**src/pkg/fpm_pkg.sv**
```systemverilog
// Constants for the FIFO level and power management register bank
//
// Contract
// Receive status used dwords in bits 23:16
// Receive data used bytes in bits 15:0
// Frame length adds, rounded up to dword
// Transmit status used dwords in bits 23:16
// Transmit free bytes in 15:0, reset 0x1200
// Host never overfills transmit data FIFO
// Power control readable in any power state
// Host reads once before writes take effect
// Power state field: normal, wake-frame, energy
// Probe register write wakes the device
// Host writes only probe while not ready
// PHY reset held 100us, then self-clears
// PHY reset bit ignores writes while set
// Remote wake drives wake pin if enabled
// Remote wake always raises wake interrupt; code raises it only while remote wake enable (rw_en_r) is set
// Energy event drives wake pin if enabled
// Energy event always raises wake interrupt; code raises it only while energy_event_enable_r is set
// Drive type: open-drain active low, push-pull
// Ready bit reads one once stable
// Pulse select: 50ms pulse, else level
// Pin enable bit leaves interrupt alone
// Reserved bits read zero, ignore writes
package fpm_pkg;

   // ----------------------------------------------------------------
   // Bus and register map
   // ----------------------------------------------------------------
   localparam int         ADDR_W          = 8;
   localparam int         DATA_W          = 32;
   localparam logic [7:0] OFS_PROBE       = 8'h70;
   localparam logic [7:0] OFS_RX_FILL     = 8'h7c;
   localparam logic [7:0] OFS_TX_FILL     = 8'h80;
   localparam logic [7:0] OFS_PM_CTRL     = 8'h84;
   localparam logic [31:0] PROBE_PATTERN  = 32'h87654321;

   // ----------------------------------------------------------------
   // Field positions
   // ----------------------------------------------------------------
   localparam int STAT_LSB      = 16;
   localparam int PM_STATE_LSB  = 12;
   localparam int PM_PHY_RESET_REQUEST    = 10;
   localparam int PM_RW_EN      = 9;
   localparam int PM_ENERGY_EVENT_ENABLE      = 8;
   localparam int PM_DRV_TYPE   = 6;
   localparam int PM_PULSE_SEL  = 3;
   localparam int PM_POLARITY   = 2;
   localparam int PM_PIN_EN     = 1;
   localparam int PM_READY      = 0;

   // ----------------------------------------------------------------
   // Reset values
   // ----------------------------------------------------------------
   localparam logic [7:0]  STAT_USED_RST = 8'h00;
   localparam logic [15:0] RX_USED_RST   = 16'h0000;
   localparam logic [15:0] TX_FREE_RST   = 16'h1200;
   localparam logic [15:0] DWORD_BYTES   = 16'h0004;

   // ----------------------------------------------------------------
   // Timing
   // ----------------------------------------------------------------
   localparam int CLK_PERIOD_NS    = 50;
   localparam int PHY_RESET_REQUEST_TIME_NS  = 100000;
   localparam int PHY_RESET_REQUEST_CYC      =
      (PHY_RESET_REQUEST_TIME_NS + CLK_PERIOD_NS - 1) / CLK_PERIOD_NS;
   localparam int PHY_CNT_W        = 12;
   localparam int WAKE_PULSE_MS    = 50;
   localparam int WAKE_PULSE_CYC   =
      WAKE_PULSE_MS * 1000000 / CLK_PERIOD_NS;
   localparam int WAKE_CNT_W       = 20;

   // ----------------------------------------------------------------
   // Power states
   // ----------------------------------------------------------------
   typedef enum logic [1:0] {
      FPM_FULL_POWER   = 2'b00,
      FPM_WAKE_FRAME   = 2'b01,
      FPM_ENERGY_DET   = 2'b10,
      FPM_RESERVED     = 2'b11
   } fpm_state_t;

endpackage

```
**src/pkg/fpm_tmr_if.sv**
```systemverilog
// Control link between the register bank and a countdown timer
`timescale 1ns/1ps
interface fpm_tmr_if #(parameter int W = 12);
   logic         start;   // Load and run
   logic [W-1:0] load;    // Cycles to run
   logic         busy;    // Counting
   logic         done;    // Pulse the cycle after busy ends

   modport ctrl (output start, output load, input busy, input done);
   modport tmr  (input start, input load, output busy, output done);
endinterface

```
**src/hw/fpm_regs.sv**
```systemverilog
// FIFO fill reporting and power management control register bank
`timescale 1ns/1ps
module fpm_regs
   import fpm_pkg::*;
#(
   parameter int WAKE_PULSE_CYCLES = WAKE_PULSE_CYC
) (
   input  wire logic              sys_clk,          // Core clock
   input  wire logic              reset,            // Sync, active high
   input  wire logic [ADDR_W-1:0] reg_addr,         // Byte address
   input  wire logic [DATA_W-1:0] reg_wdata,        // Write data
   input  wire logic              reg_wr,           // Write strobe
   input  wire logic              reg_rd,           // Read strobe
   output logic      [DATA_W-1:0] reg_rdata,        // Read data, next cycle
   input  wire logic              rx_frame_done,    // Frame into RX FIFO
   input  wire logic [15:0]       rx_frame_len,     // Its length, bytes
   input  wire logic              rx_data_pop,      // Host read one dword
   input  wire logic              rx_status_push,   // Status word written
   input  wire logic              rx_status_pop,    // Status word read
   input  wire logic              tx_data_push,     // Host wrote one dword
   input  wire logic              tx_frame_sent,    // Frame left TX FIFO
   input  wire logic [15:0]       tx_frame_len,     // Its length, bytes
   input  wire logic              tx_status_push,   // Status word written
   input  wire logic              tx_status_pop,    // Status word read
   input  wire logic              remote_wake_event,// Wake frame seen
   input  wire logic              energy_event,     // Line energy seen
   output logic                   phy_reset_out,    // PHY reset, high
   output logic                   wake_interrupt,   // Internal wake irq
   output logic                   wake_pin_out,     // Wake pin level
   output logic                   wake_pin_oe_n,    // Low while driving
   output logic      [1:0]        power_state       // Current state
);

   // ----------------------------------------------------------------
   // Timers
   // ----------------------------------------------------------------
   fpm_tmr_if #(.W(PHY_CNT_W))  phy_t ();
   fpm_tmr_if #(.W(WAKE_CNT_W)) wake_t ();

   fpm_timer #(.W(PHY_CNT_W)) u_phy_tmr (
      .sys_clk (sys_clk),
      .reset   (reset),
      .t       (phy_t)
   );

   fpm_timer #(.W(WAKE_CNT_W)) u_wake_tmr (
      .sys_clk (sys_clk),
      .reset   (reset),
      .t       (wake_t)
   );

   // ----------------------------------------------------------------
   // State
   // ----------------------------------------------------------------
   logic [7:0]  rx_status_used_dwords_r, rx_status_used_dwords_nxt;
   logic [15:0] rx_data_used_bytes_r,    rx_data_used_bytes_nxt;
   logic [7:0]  tx_status_used_dwords_r, tx_status_used_dwords_nxt;
   logic [15:0] tx_data_free_bytes_r,    tx_data_free_bytes_nxt;
   fpm_state_t  state_r,                 state_nxt;
   logic        ready_r,                 ready_nxt;
   logic        unlocked_r,              unlocked_nxt;
   logic        phy_reset_request_r,               phy_reset_request_nxt;
   logic        rw_en_r,                 rw_en_nxt;
   logic        energy_event_enable_r,                 energy_event_enable_nxt;
   logic        drv_type_r,              drv_type_nxt;
   logic        pulse_sel_r,             pulse_sel_nxt;
   logic        pol_r,                   pol_nxt;
   logic        pin_en_r,                pin_en_nxt;
   logic        rw_pend_r,               rw_pend_nxt;
   logic        ed_pend_r,               ed_pend_nxt;
   logic        irq_r,                   irq_nxt;
   logic        pin_out_r,               pin_out_nxt;
   logic        pin_oe_n_r,              pin_oe_n_nxt;
   logic [DATA_W-1:0] rdata_r,           rdata_nxt;

   logic        wr_ok;
   logic        pm_wr;
   logic        probe_wr;
   logic        wake_now;
   logic        wake_new;
   logic        pin_active;
   logic [16:0] rx_round;
   logic [16:0] tx_round;
   logic [15:0] pm_word;

   // ----------------------------------------------------------------
   // Write qualification
   // ----------------------------------------------------------------
   // Writes are dropped until the host has read once since reset or
   // wake-up, and, while not ready, only the probe write is honoured.
   assign wr_ok    = reg_wr && unlocked_r && ready_r;
   assign pm_wr    = wr_ok && (reg_addr == OFS_PM_CTRL);
   assign probe_wr = reg_wr && (reg_addr == OFS_PROBE);

   // ----------------------------------------------------------------
   // FIFO level counters
   // ----------------------------------------------------------------
   // Round up to the next dword when the payload ends off a boundary
   assign rx_round = ({1'b0, rx_frame_len} + 17'h00003) & 17'h1fffc;
   assign tx_round = ({1'b0, tx_frame_len} + 17'h00003) & 17'h1fffc;

   always_comb begin
      rx_status_used_dwords_nxt = rx_status_used_dwords_r;
      rx_data_used_bytes_nxt    = rx_data_used_bytes_r;
      tx_status_used_dwords_nxt = tx_status_used_dwords_r;
      tx_data_free_bytes_nxt    = tx_data_free_bytes_r;
      if (rx_status_push && !rx_status_pop) begin
         rx_status_used_dwords_nxt = rx_status_used_dwords_r + 8'h01;
      end else if (rx_status_pop && !rx_status_push) begin
         rx_status_used_dwords_nxt = rx_status_used_dwords_r - 8'h01;
      end
      if (rx_frame_done) begin
         rx_data_used_bytes_nxt = rx_data_used_bytes_nxt
                                + rx_round[15:0];
      end
      if (rx_data_pop) begin
         rx_data_used_bytes_nxt = rx_data_used_bytes_nxt
                                - DWORD_BYTES;
      end
      if (tx_status_push && !tx_status_pop) begin
         tx_status_used_dwords_nxt = tx_status_used_dwords_r + 8'h01;
      end else if (tx_status_pop && !tx_status_push) begin
         tx_status_used_dwords_nxt = tx_status_used_dwords_r - 8'h01;
      end
      // Host is trusted not to push beyond the free count
      if (tx_data_push) begin
         tx_data_free_bytes_nxt = tx_data_free_bytes_nxt
                                - DWORD_BYTES;
      end
      if (tx_frame_sent) begin
         tx_data_free_bytes_nxt = tx_data_free_bytes_nxt
                                + tx_round[15:0];
      end
   end

   always_ff @(posedge sys_clk) begin
      if (reset) begin
         rx_status_used_dwords_r <= STAT_USED_RST;
         rx_data_used_bytes_r    <= RX_USED_RST;
         tx_status_used_dwords_r <= STAT_USED_RST;
         tx_data_free_bytes_r    <= TX_FREE_RST;
      end else begin
         rx_status_used_dwords_r <= rx_status_used_dwords_nxt;
         rx_data_used_bytes_r    <= rx_data_used_bytes_nxt;
         tx_status_used_dwords_r <= tx_status_used_dwords_nxt;
         tx_data_free_bytes_r    <= tx_data_free_bytes_nxt;
      end
   end

   // ----------------------------------------------------------------
   // Power management control
   // ----------------------------------------------------------------
   // Done lands a cycle after the count ends, so load one less
   assign phy_t.load  = PHY_CNT_W'(PHY_RESET_REQUEST_CYC - 1);
   assign phy_t.start = pm_wr && reg_wdata[PM_PHY_RESET_REQUEST]
                        && !phy_reset_request_r;

   always_comb begin
      state_nxt     = state_r;
      unlocked_nxt  = unlocked_r || reg_rd;
      phy_reset_request_nxt   = phy_reset_request_r;
      rw_en_nxt     = rw_en_r;
      energy_event_enable_nxt     = energy_event_enable_r;
      drv_type_nxt  = drv_type_r;
      pulse_sel_nxt = pulse_sel_r;
      pol_nxt       = pol_r;
      pin_en_nxt    = pin_en_r;
      if (phy_t.start) begin
         phy_reset_request_nxt = 1'b1;
      end else if (phy_t.done) begin
         phy_reset_request_nxt = 1'b0;
      end
      if (pm_wr) begin
         rw_en_nxt     = reg_wdata[PM_RW_EN];
         energy_event_enable_nxt     = reg_wdata[PM_ENERGY_EVENT_ENABLE];
         drv_type_nxt  = reg_wdata[PM_DRV_TYPE];
         pulse_sel_nxt = reg_wdata[PM_PULSE_SEL];
         pol_nxt       = reg_wdata[PM_POLARITY];
         pin_en_nxt    = reg_wdata[PM_PIN_EN];
         // The reserved encoding is refused; state stays put
         case (reg_wdata[PM_STATE_LSB+1:PM_STATE_LSB])
            2'b01: begin
               state_nxt = FPM_WAKE_FRAME;
            end
            2'b10: begin
               state_nxt = FPM_ENERGY_DET;
            end
            default: begin
               state_nxt = state_r;
            end
         endcase
      end
      if (probe_wr && state_r != FPM_FULL_POWER) begin
         state_nxt    = FPM_FULL_POWER;
         unlocked_nxt = 1'b0;
      end
      ready_nxt = (state_nxt == FPM_FULL_POWER);
   end

   always_ff @(posedge sys_clk) begin
      if (reset) begin
         state_r     <= FPM_FULL_POWER;
         ready_r     <= 1'b1;
         unlocked_r  <= 1'b0;
         phy_reset_request_r   <= 1'b0;
         rw_en_r     <= 1'b0;
         energy_event_enable_r     <= 1'b0;
         drv_type_r  <= 1'b0;
         pulse_sel_r <= 1'b0;
         pol_r       <= 1'b0;
         pin_en_r    <= 1'b0;
      end else begin
         state_r     <= state_nxt;
         ready_r     <= ready_nxt;
         unlocked_r  <= unlocked_nxt;
         phy_reset_request_r   <= phy_reset_request_nxt;
         rw_en_r     <= rw_en_nxt;
         energy_event_enable_r     <= energy_event_enable_nxt;
         drv_type_r  <= drv_type_nxt;
         pulse_sel_r <= pulse_sel_nxt;
         pol_r       <= pol_nxt;
         pin_en_r    <= pin_en_nxt;
      end
   end

   // ----------------------------------------------------------------
   // Wake events and wake pin
   // ----------------------------------------------------------------
   // A pending event lasts until its enable is cleared; an event in
   // the clearing cycle still wins.
   assign wake_now = (remote_wake_event && rw_en_r)
                  || (energy_event && energy_event_enable_r);
   assign wake_new = wake_now && !(rw_pend_r || ed_pend_r);
   assign wake_t.load  = WAKE_CNT_W'(WAKE_PULSE_CYCLES);
   assign wake_t.start = wake_new && pulse_sel_r;
   assign pin_active   = pin_en_r && (pulse_sel_r ? wake_t.busy
                                      : (rw_pend_r || ed_pend_r));

   always_comb begin
      rw_pend_nxt = (rw_pend_r && rw_en_nxt)
                 || (remote_wake_event && rw_en_r);
      ed_pend_nxt = (ed_pend_r && energy_event_enable_nxt)
                 || (energy_event && energy_event_enable_r);
      irq_nxt     = rw_pend_nxt || ed_pend_nxt;
      if (!drv_type_r) begin
         pin_out_nxt  = 1'b0;
         pin_oe_n_nxt = !pin_active;
      end else begin
         pin_out_nxt  = pol_r ? pin_active : !pin_active;
         pin_oe_n_nxt = 1'b0;
      end
   end

   always_ff @(posedge sys_clk) begin
      if (reset) begin
         rw_pend_r  <= 1'b0;
         ed_pend_r  <= 1'b0;
         irq_r      <= 1'b0;
         pin_out_r  <= 1'b0;
         pin_oe_n_r <= 1'b1;
      end else begin
         rw_pend_r  <= rw_pend_nxt;
         ed_pend_r  <= ed_pend_nxt;
         irq_r      <= irq_nxt;
         pin_out_r  <= pin_out_nxt;
         pin_oe_n_r <= pin_oe_n_nxt;
      end
   end

   // ----------------------------------------------------------------
   // Read path
   // ----------------------------------------------------------------
   always_comb begin
      pm_word                                = 16'h0000;
      pm_word[PM_STATE_LSB+1:PM_STATE_LSB]   = state_r;
      pm_word[PM_PHY_RESET_REQUEST]                    = phy_reset_request_r;
      pm_word[PM_RW_EN]                      = rw_en_r;
      pm_word[PM_ENERGY_EVENT_ENABLE]                      = energy_event_enable_r;
      pm_word[PM_DRV_TYPE]                   = drv_type_r;
      pm_word[PM_PULSE_SEL]                  = pulse_sel_r;
      pm_word[PM_POLARITY]                   = pol_r;
      pm_word[PM_PIN_EN]                     = pin_en_r;
      pm_word[PM_READY]                      = ready_r;
      rdata_nxt = 32'h00000000;
      if (reg_rd) begin
         case (reg_addr)
            OFS_RX_FILL: begin
               rdata_nxt[STAT_LSB+7:STAT_LSB] = rx_status_used_dwords_r;
               rdata_nxt[15:0]                = rx_data_used_bytes_r;
            end
            OFS_TX_FILL: begin
               rdata_nxt[STAT_LSB+7:STAT_LSB] = tx_status_used_dwords_r;
               rdata_nxt[15:0]                = tx_data_free_bytes_r;
            end
            OFS_PM_CTRL: begin
               rdata_nxt[15:0] = pm_word;
            end
            OFS_PROBE: begin
               rdata_nxt = PROBE_PATTERN;
            end
            default: begin
               rdata_nxt = 32'h00000000;
            end
         endcase
      end
   end

   always_ff @(posedge sys_clk) begin
      if (reset) begin
         rdata_r <= 32'h00000000;
      end else begin
         rdata_r <= rdata_nxt;
      end
   end

   // ----------------------------------------------------------------
   // Outputs
   // ----------------------------------------------------------------
   assign reg_rdata      = rdata_r;
   assign phy_reset_out  = phy_reset_request_r;
   assign wake_interrupt = irq_r;
   assign wake_pin_out   = pin_out_r;
   assign wake_pin_oe_n  = pin_oe_n_r;
   assign power_state    = state_r;

endmodule

```
**src/hw/fpm_timer.sv**
```systemverilog
// Countdown timer: busy for exactly load cycles after start
`timescale 1ns/1ps
module fpm_timer #(
   parameter int W = 12
) (
   input  wire logic sys_clk,   // Core clock
   input  wire logic reset,     // Sync reset, active high
   fpm_tmr_if.tmr    t          // Start, load, busy, done
);
   logic [W-1:0] cnt_r;
   logic [W-1:0] cnt_nxt;
   logic         done_r;
   logic         done_nxt;

   always_comb begin
      cnt_nxt  = cnt_r;
      done_nxt = 1'b0;
      if (t.start) begin
         cnt_nxt = t.load;
      end else if (cnt_r != '0) begin
         cnt_nxt  = cnt_r - 1'b1;
         done_nxt = (cnt_r == {{(W-1){1'b0}}, 1'b1});
      end
   end

   always_ff @(posedge sys_clk) begin
      if (reset) begin
         cnt_r  <= '0;
         done_r <= 1'b0;
      end else begin
         cnt_r  <= cnt_nxt;
         done_r <= done_nxt;
      end
   end

   assign t.busy = (cnt_r != '0);
   assign t.done = done_r;
endmodule

```
**config.mk**
```make
export PLATFORM = sky130hd
export DESIGN_NAME = fpm_regs
export DESIGN_NICKNAME = d
export VERILOG_FILES = /design/src/pkg/fpm_pkg.sv /design/src/pkg/fpm_tmr_if.sv /design/src/hw/fpm_regs.sv /design/src/hw/fpm_timer.sv
export SDC_FILE = /design/constraint.sdc
export NUM_CORES = 1
export LEC_CHECK = 0
export BUFFER_PORTS_ARGS = -buffer_cell sky130_fd_sc_hd__buf_2
export CAP_MARGIN = 10
export CORE_MARGIN = 2
export CORE_UTILIZATION = 63
export CTS_BUF_LIST = sky130_fd_sc_hd__clkbuf_4 sky130_fd_sc_hd__clkbuf_8
export DETAILED_ROUTE_END_ITERATION = 6
export PLACE_DENSITY = 0.91
export SYNTH_ARGS = -nofsm -noshare
export SYNTH_HDL_FRONTEND = slang
export SYNTH_SLANG_ARGS = --single-unit
```
**constraint.sdc**
```tcl
create_clock -name sys_clk -period 5.4 [get_ports sys_clk]
set_clock_uncertainty 0.1 [all_clocks]
set_input_delay 0.27 -clock sys_clk [delete_from_list [all_inputs] [get_ports sys_clk]]
set_output_delay 0.27 -clock sys_clk [all_outputs]
set_load 0.1 [all_outputs]
```
# Word level (Yosys, flattened, before mapping)
# Cells that the tools add are included.
# op_classes
add_sub_neg	12
mul	0
div	0
magnitude_cmp	0
eq_ne	7
shift	0
n_mux	25
bitwise_logic	3
reduce_logical	46
# op_table
op	count
$mux 16	4
$pmux 16 s4	1
$mux 20	2
$mux 8	5
$add 16x16->16	2
$add 16x2->16 const B	2
$sub 16x3->16 const B	2
$pmux 8 s3	1
$mux 11	2
$reduce_bool 20->1	1
$sub 20x1->20 const B	1
$logic_and 1x1->1	18
$add 8x1->8 const B	2
$eq 8x7->1 const B	2
$eq 8x8->1 const B	2
$sub 8x1->8 const B	2
$eq 12x1->1 const B	1
$reduce_bool 12->1	1
$reduce_bool 2->1	6
$sub 12x1->12 const B	1
$reduce_or 2->1	5
$logic_not 1->1	7
$mux 1	7
$logic_or 1x1->1	6
other kinds (7)	10
# word_totals
reg_bits	129
latch_bits	0
ram_bits	0
mem_bits_ro	0
out_inout_bits	38
n_memories	0

# Longest topological paths before layout
# logic_depth
ltp_word	7
mapped_depth	17
depth_no_buf	17

# By module
# Synthesis repeated with hierarchy kept, for this count alone.
# hier_totals
cells_unflattened	932
hier_area_um2	7817.5
# by_module_without_submodules
module	instances	cells_per_inst	area_each_um2	seq_area_each_um2
fpm_regs	1	720	5910.7	1701.6
fpm_timer (u_wake_tmr)	1	127	1158.6	420.4
fpm_timer (u_phy_tmr)	1	85	748.2	260.2

# Least setup slack after synthesis
# Ideal clock, no wire load.
# synth_path
kind	input port to flip-flop
startpoint	in rx_frame_len[0]
endpoint	reg rx_data_used_bytes_r[15]
t_arrival_ns	3.030
required_time_ns	5.172
setup_slack_ns	2.142
path_stages	13
n_path_buf	0
path_cell_list	o211ai_1 > nor2_1 > nand3_1 > xnor2_1 > ha_1 > a211o_1 > a211oi_1 > mux2_2 > a211oi_2 > nand4_1 > nor4_2 > xnor2_1 > nor2_1
# synth_between
elab_chain_len	5
# synth_rtl
element	line	source
start, declared	fpm_regs.sv:16	input wire logic [15:0] rx_frame_len,
$add 16x2->16 *	fpm_regs.sv:99	assign rx_round = ({1'b0, rx_frame_len} + 17'h00003) & 17'h1fffc;
$add 16x16->16 *	fpm_regs.sv:114	+ rx_round[15:0];
$mux 16 *	fpm_regs.sv:112	if (rx_frame_done) begin
$sub 16x3->16	fpm_regs.sv:118	- DWORD_BYTES;
$mux 16 *	fpm_regs.sv:116	if (rx_data_pop) begin
end signal, assigned	fpm_regs.sv:144	rx_data_used_bytes_r <= rx_data_used_bytes_nxt;
end, declared	fpm_regs.sv:56	logic [15:0] rx_data_used_bytes_r, rx_data_used_bytes_nxt;
# Mark *: on every way between the ends. The rest lies on a longest branch, timed or not.
# A chain may end at the register's enable or synchronous reset.

# Final worst setup path
# layout_path
startpoint	reg tx_data_free_bytes_r[2]
endpoint	reg tx_data_free_bytes_r[15]
# layout_between
elab_chain_len	4
# layout_rtl
element	line	source
start, declared	fpm_regs.sv:58	logic [15:0] tx_data_free_bytes_r, tx_data_free_bytes_nxt;
start signal, assigned	fpm_regs.sv:146	tx_data_free_bytes_r <= tx_data_free_bytes_nxt;
$sub 16x3->16	fpm_regs.sv:128	- DWORD_BYTES;
$mux 16 *	fpm_regs.sv:126	if (tx_data_push) begin
$add 16x16->16	fpm_regs.sv:132	+ tx_round[15:0];
$mux 16 *	fpm_regs.sv:130	if (tx_frame_sent) begin
# Marks and branches as above.

==> results.md <==
- Detailed Route Iter0 Violations: 457
- RSZ-0062 raised after global routing: no
- DRC errors left: 0
- WL/cell: around 16 um
- FF-to-FF Start: tx_data_free_bytes_r[2]
- R2r endpoint: tx_data_free_bytes_r[15]
- PortBufs: 96
- Slowest CP cell: dfxtp_1
- Setup_tns: 0 ns
- Vias per inst: between 5 and 6
- IO Pins: around 120
- Share of total power in sequential cells: 31.4%
- Status: finished clean
- Overall power: 4050 uW
- Final Setup Violations: 0
- Cell with the most instances on the worst path: nand2_1
- Synth area leaders: dfxtp_1 32%, ha_1 8.2%, xnor2_1 6.9%, nor2_1 6.1%, xor2_1 4.5%
- Max-cap violations: 0
- Synthesis-to-finish area growth: 14.4%
- Fin. max-slew vios: 0
- Syn Area/Cell: about 8.6 um^2
- Prevailing post-synth register cell: dfxtp_1
- CTS Buf Count: 17
- Cell Pwr Density: around 480 nW/um^2
- Worst-Margin Slew: just under 0.8 ns
- Vias in the first global route: 6200
- Starting density of the core: around 64%
- Hold_sp: reg_wdata[6]
- DR pass1 iterations: 5
- Die ar.: around 13000 um^2
- Placer congestion estimate: 0.894
- Crit path buffers/inverters: 1
- Clk_lat worst skew: about 0.44 ns
- Core Rows: 39
- Total gr overflow: 0
- Clock tree buffer depth: 2
- Final min period: between 3 and 4 ns
- First-pass GRT wire length: 28.6 mm
- Post-synth EDFFs: 0
- Delay of the slowest cell on the worst path: 0.36 ns
- Syn Inst Count: between 800 and 900
- Pin count of the biggest net entering global routing: between 70 and 80
- Max VDD drop: 0.000320 V
- Final Hold Fails: 0
- P_leak: 0.00370 uW
- Max-slew headroom: about 47%
- CTS clk-pin slew, worst paths: ~0.070 ns
- Share of the synthesized area in the top cell type: between 30% and 40%
- Post-CTS setup buffers: 0
- Hold path cells: 3
- Critical path class: reg -> reg
- Crit. End Element: flop
- Drt total wl: ~17 mm
- Synth cell types: a little under 90
- Initial antenna violation count: 0
- Sw Share: roughly 39%
- Worst setup SP type: flop
- Worst Path Arrival: roughly 3.9 ns
- Fin crit share: around 68%
- CTS root buf: clkbuf_8
- Clock power share: 22.1%
- Internal: 2470 uW
- Die Span Y: approximately 110 um
- Maximum achievable frequency: approximately 270 MHz
- Synth Cell Area: approximately 7400 um^2
- Reg2Reg Depth: 17
- Core Region: around 11000 um^2
- N_diodes: 0
- HP Class: in -> reg
- Sequential area share after synthesis: around a third
- H-tree Lvls: 4
- Synth warnings: 0
- HPWL after DPL: 12.5 mm
- Reg2reg setup slack: approximately 1.7 ns
- Hold EP: drv_type_r
- Worst-path cell chain: inv_1 -> ha_1 -> nand2_1 -> nor3_1 -> nand2_1 -> or2_2 -> nor2_1 -> xor2_1 -> ha_1 -> and3_1 -> a21oi_1 -> o211ai_1 -> a41oi_1 -> xnor2_1 -> nand2_1 -> xnor2_1 -> nor2_1
- Routed Antenna Nets: 0
- Clock Sinks: between 100 and 150
- # nets final: 1095
- Die width: approximately 110 um
- Yosys reg bits: 118
- Layout cells sized above 1: between 10% and 20%
- Gate power share: 46.5%
- Switching power: approximately 1600 uW
- Yosys top cell by area: dfxtp_1
- Critical path's top delay family: simple AND/OR/NAND/NOR gates
- CTS tree: yes
- Fillers: ~800
- Critical path required time: 5.59 ns
- Async SR Flop Fraction: 0%
- Crit-path max FO: 6
- Via count: between 6000 and 7000
- Gr usage total: between 20% and 30%
layout make-up:
cell class / instances / area [um^2] / area share [%]
flip-flops and latches: 118 / 2360 / 28.1
clock buffers: 20 / 269 / 3.20
clock inverters: 12 / 175 / 2.08
repair buffers: 106 / 566 / 6.72
multi-input cells: 681 / 4740 / 56.3
well taps: 143 / 179 / 2.13
inverters: 33 / 124 / 1.47
logic make-up after synthesis:
group | count (synthesis) | share of synthesized area, %
buffers and inverters | 64 | 3.74
multiplexers | 23 | 3.18
other | 1 | 0.0510
flip-flops | 118 | 32.1
XOR/XNOR | 96 | 11.4
AO/OA/AOI/OAI | 190 | 17.8
adder cells (fa/ha/maj) | 52 | 9.25
AND/OR/NAND/NOR | 316 | 22.5
per-layer routing:
layer | wire length, um | global-route usage [%] | vias to the layer above
li1 | - | - | 3271
met1 | 7630 | 35.9 | 3095
met2 | 8250 | 46.3 | 237
met3 | 1140 | 5.45 | 37
met4 | 379 | 8.70 | 0
met5 | 0 | 0 | -
worst max-delay path by stage:
stage	from	endpoint	slack [ns]	depth (start not counted)
3_5_place_dp	rx_frame_len[0]	rx_data_used_bytes_r[15]	1.52	14
2_1_floorplan	rx_frame_len[0]	rx_data_used_bytes_r[15]	2.14	13
4_1_cts	tx_data_free_bytes_r[2]	tx_data_free_bytes_r[15]	1.75	17
6_report	tx_data_free_bytes_r[2]	tx_data_free_bytes_r[15]	1.74	17
3_3_place_gp	rx_frame_len[0]	rx_data_used_bytes_r[15]	1.57	14
5_1_grt	tx_data_free_bytes_r[2]	tx_data_free_bytes_r[15]	1.39	17
power by group through the flow:
stage | combinational [uW] | clock [uW] | sequential (uW)
2_1_floorplan | 1540 | 0 | 1220
3_3_place_gp | 1760 | 0 | 1270
3_5_place_dp | 1830 | 0 | 1280
4_1_cts | 1870 | 899 | 1260
5_1_grt | 2110 | 943 | 1290
6_report | 1880 | 894 | 1270
what timing repair did:
| action | in CTS | in global routing |
|---|---|---|
| endpoints found under the hold margin | 4 | 0 |
| resized for setup | 0 | 0 |
| hold buffers | 4 | 0 |
flip-flops by register name (all words and copies together), names as in the netlist, 2 cells and up:
name and flops:
tx_status_used_dwords_r 8, u_phy_tmr.cnt_r 12, reg_rdata 25, u_wake_tmr.cnt_r 20, tx_data_free_bytes_r 14, rx_data_used_bytes_r 14
rx_status_used_dwords_r 8, power_state 2
stage by stage:
stage	util [%]	setup slack (ns)	std cells	hold slack (ns)	cell area [um^2]
3_5_place_dp	69.5	1.52	1077	0.374	7930
3_3_place_gp	69.5	1.57	1077	0.366	7930
6_report	73.7	1.74	1113	0.0142	8420
4_1_cts	73.7	1.75	1113	0.00746	8420
5_1_grt	73.7	1.39	1113	0.0215	8420
2_1_floorplan	-	2.14	863	0.255	7370
cell usage after synthesis, types with 4 or more instances:
library cell and instances:
a211o_1 5, a211oi_1 10, a21o_1 14, a21oi_1 63, a221oi_1 9, a22oi_1 14
a31oi_1 4, and2_1 5, and3_1 10, buf_1 6, buf_4 7, clkbuf_1 16
dfxtp_1 118, fa_1 4, ha_1 48, inv_1 32, mux2i_1 20, nand2_1 56
nand2b_1 5, nand3_1 16, nand4_1 8, nor2_1 120, nor2b_1 8, nor3_1 25
nor4_1 5, o211ai_1 8, o21a_1 11, o21ai_0 19, or3_1 7, or4_1 5
xnor2_1 58, xor2_1 38
placed cells by master (no fill, tap or decap), types with 6 or more instances in the layout:
master / instances
nor3_1: 24
o21a_1: 11
a221oi_1: 9
nand3_1: 16
a21o_1: 14
and3_1: 10
xnor2_1: 58
mux2i_1: 20
nand4_1: 8
o211ai_1: 8
inv_1: 32
or3_1: 7
o21ai_0: 19
a21oi_1: 63
nor2b_1: 8
a211oi_1: 10
buf_2: 96
xor2_1: 38
nor2_1: 120
nand2_1: 56
dfxtp_1: 118
clkbuf_8: 19
buf_4: 6
ha_1: 48
a22oi_1: 14
worst register-to-register path: cells and delay by family (launching register included):
family,cells,cell delay (ns)
compound gates,3,0.60
simple gates,8,1.28
buf+inv,1,0.07
flops,1,0.36
fa+ha+maj,2,0.50
xor+xnor,3,0.62
(Power assumes the default switching activity.)
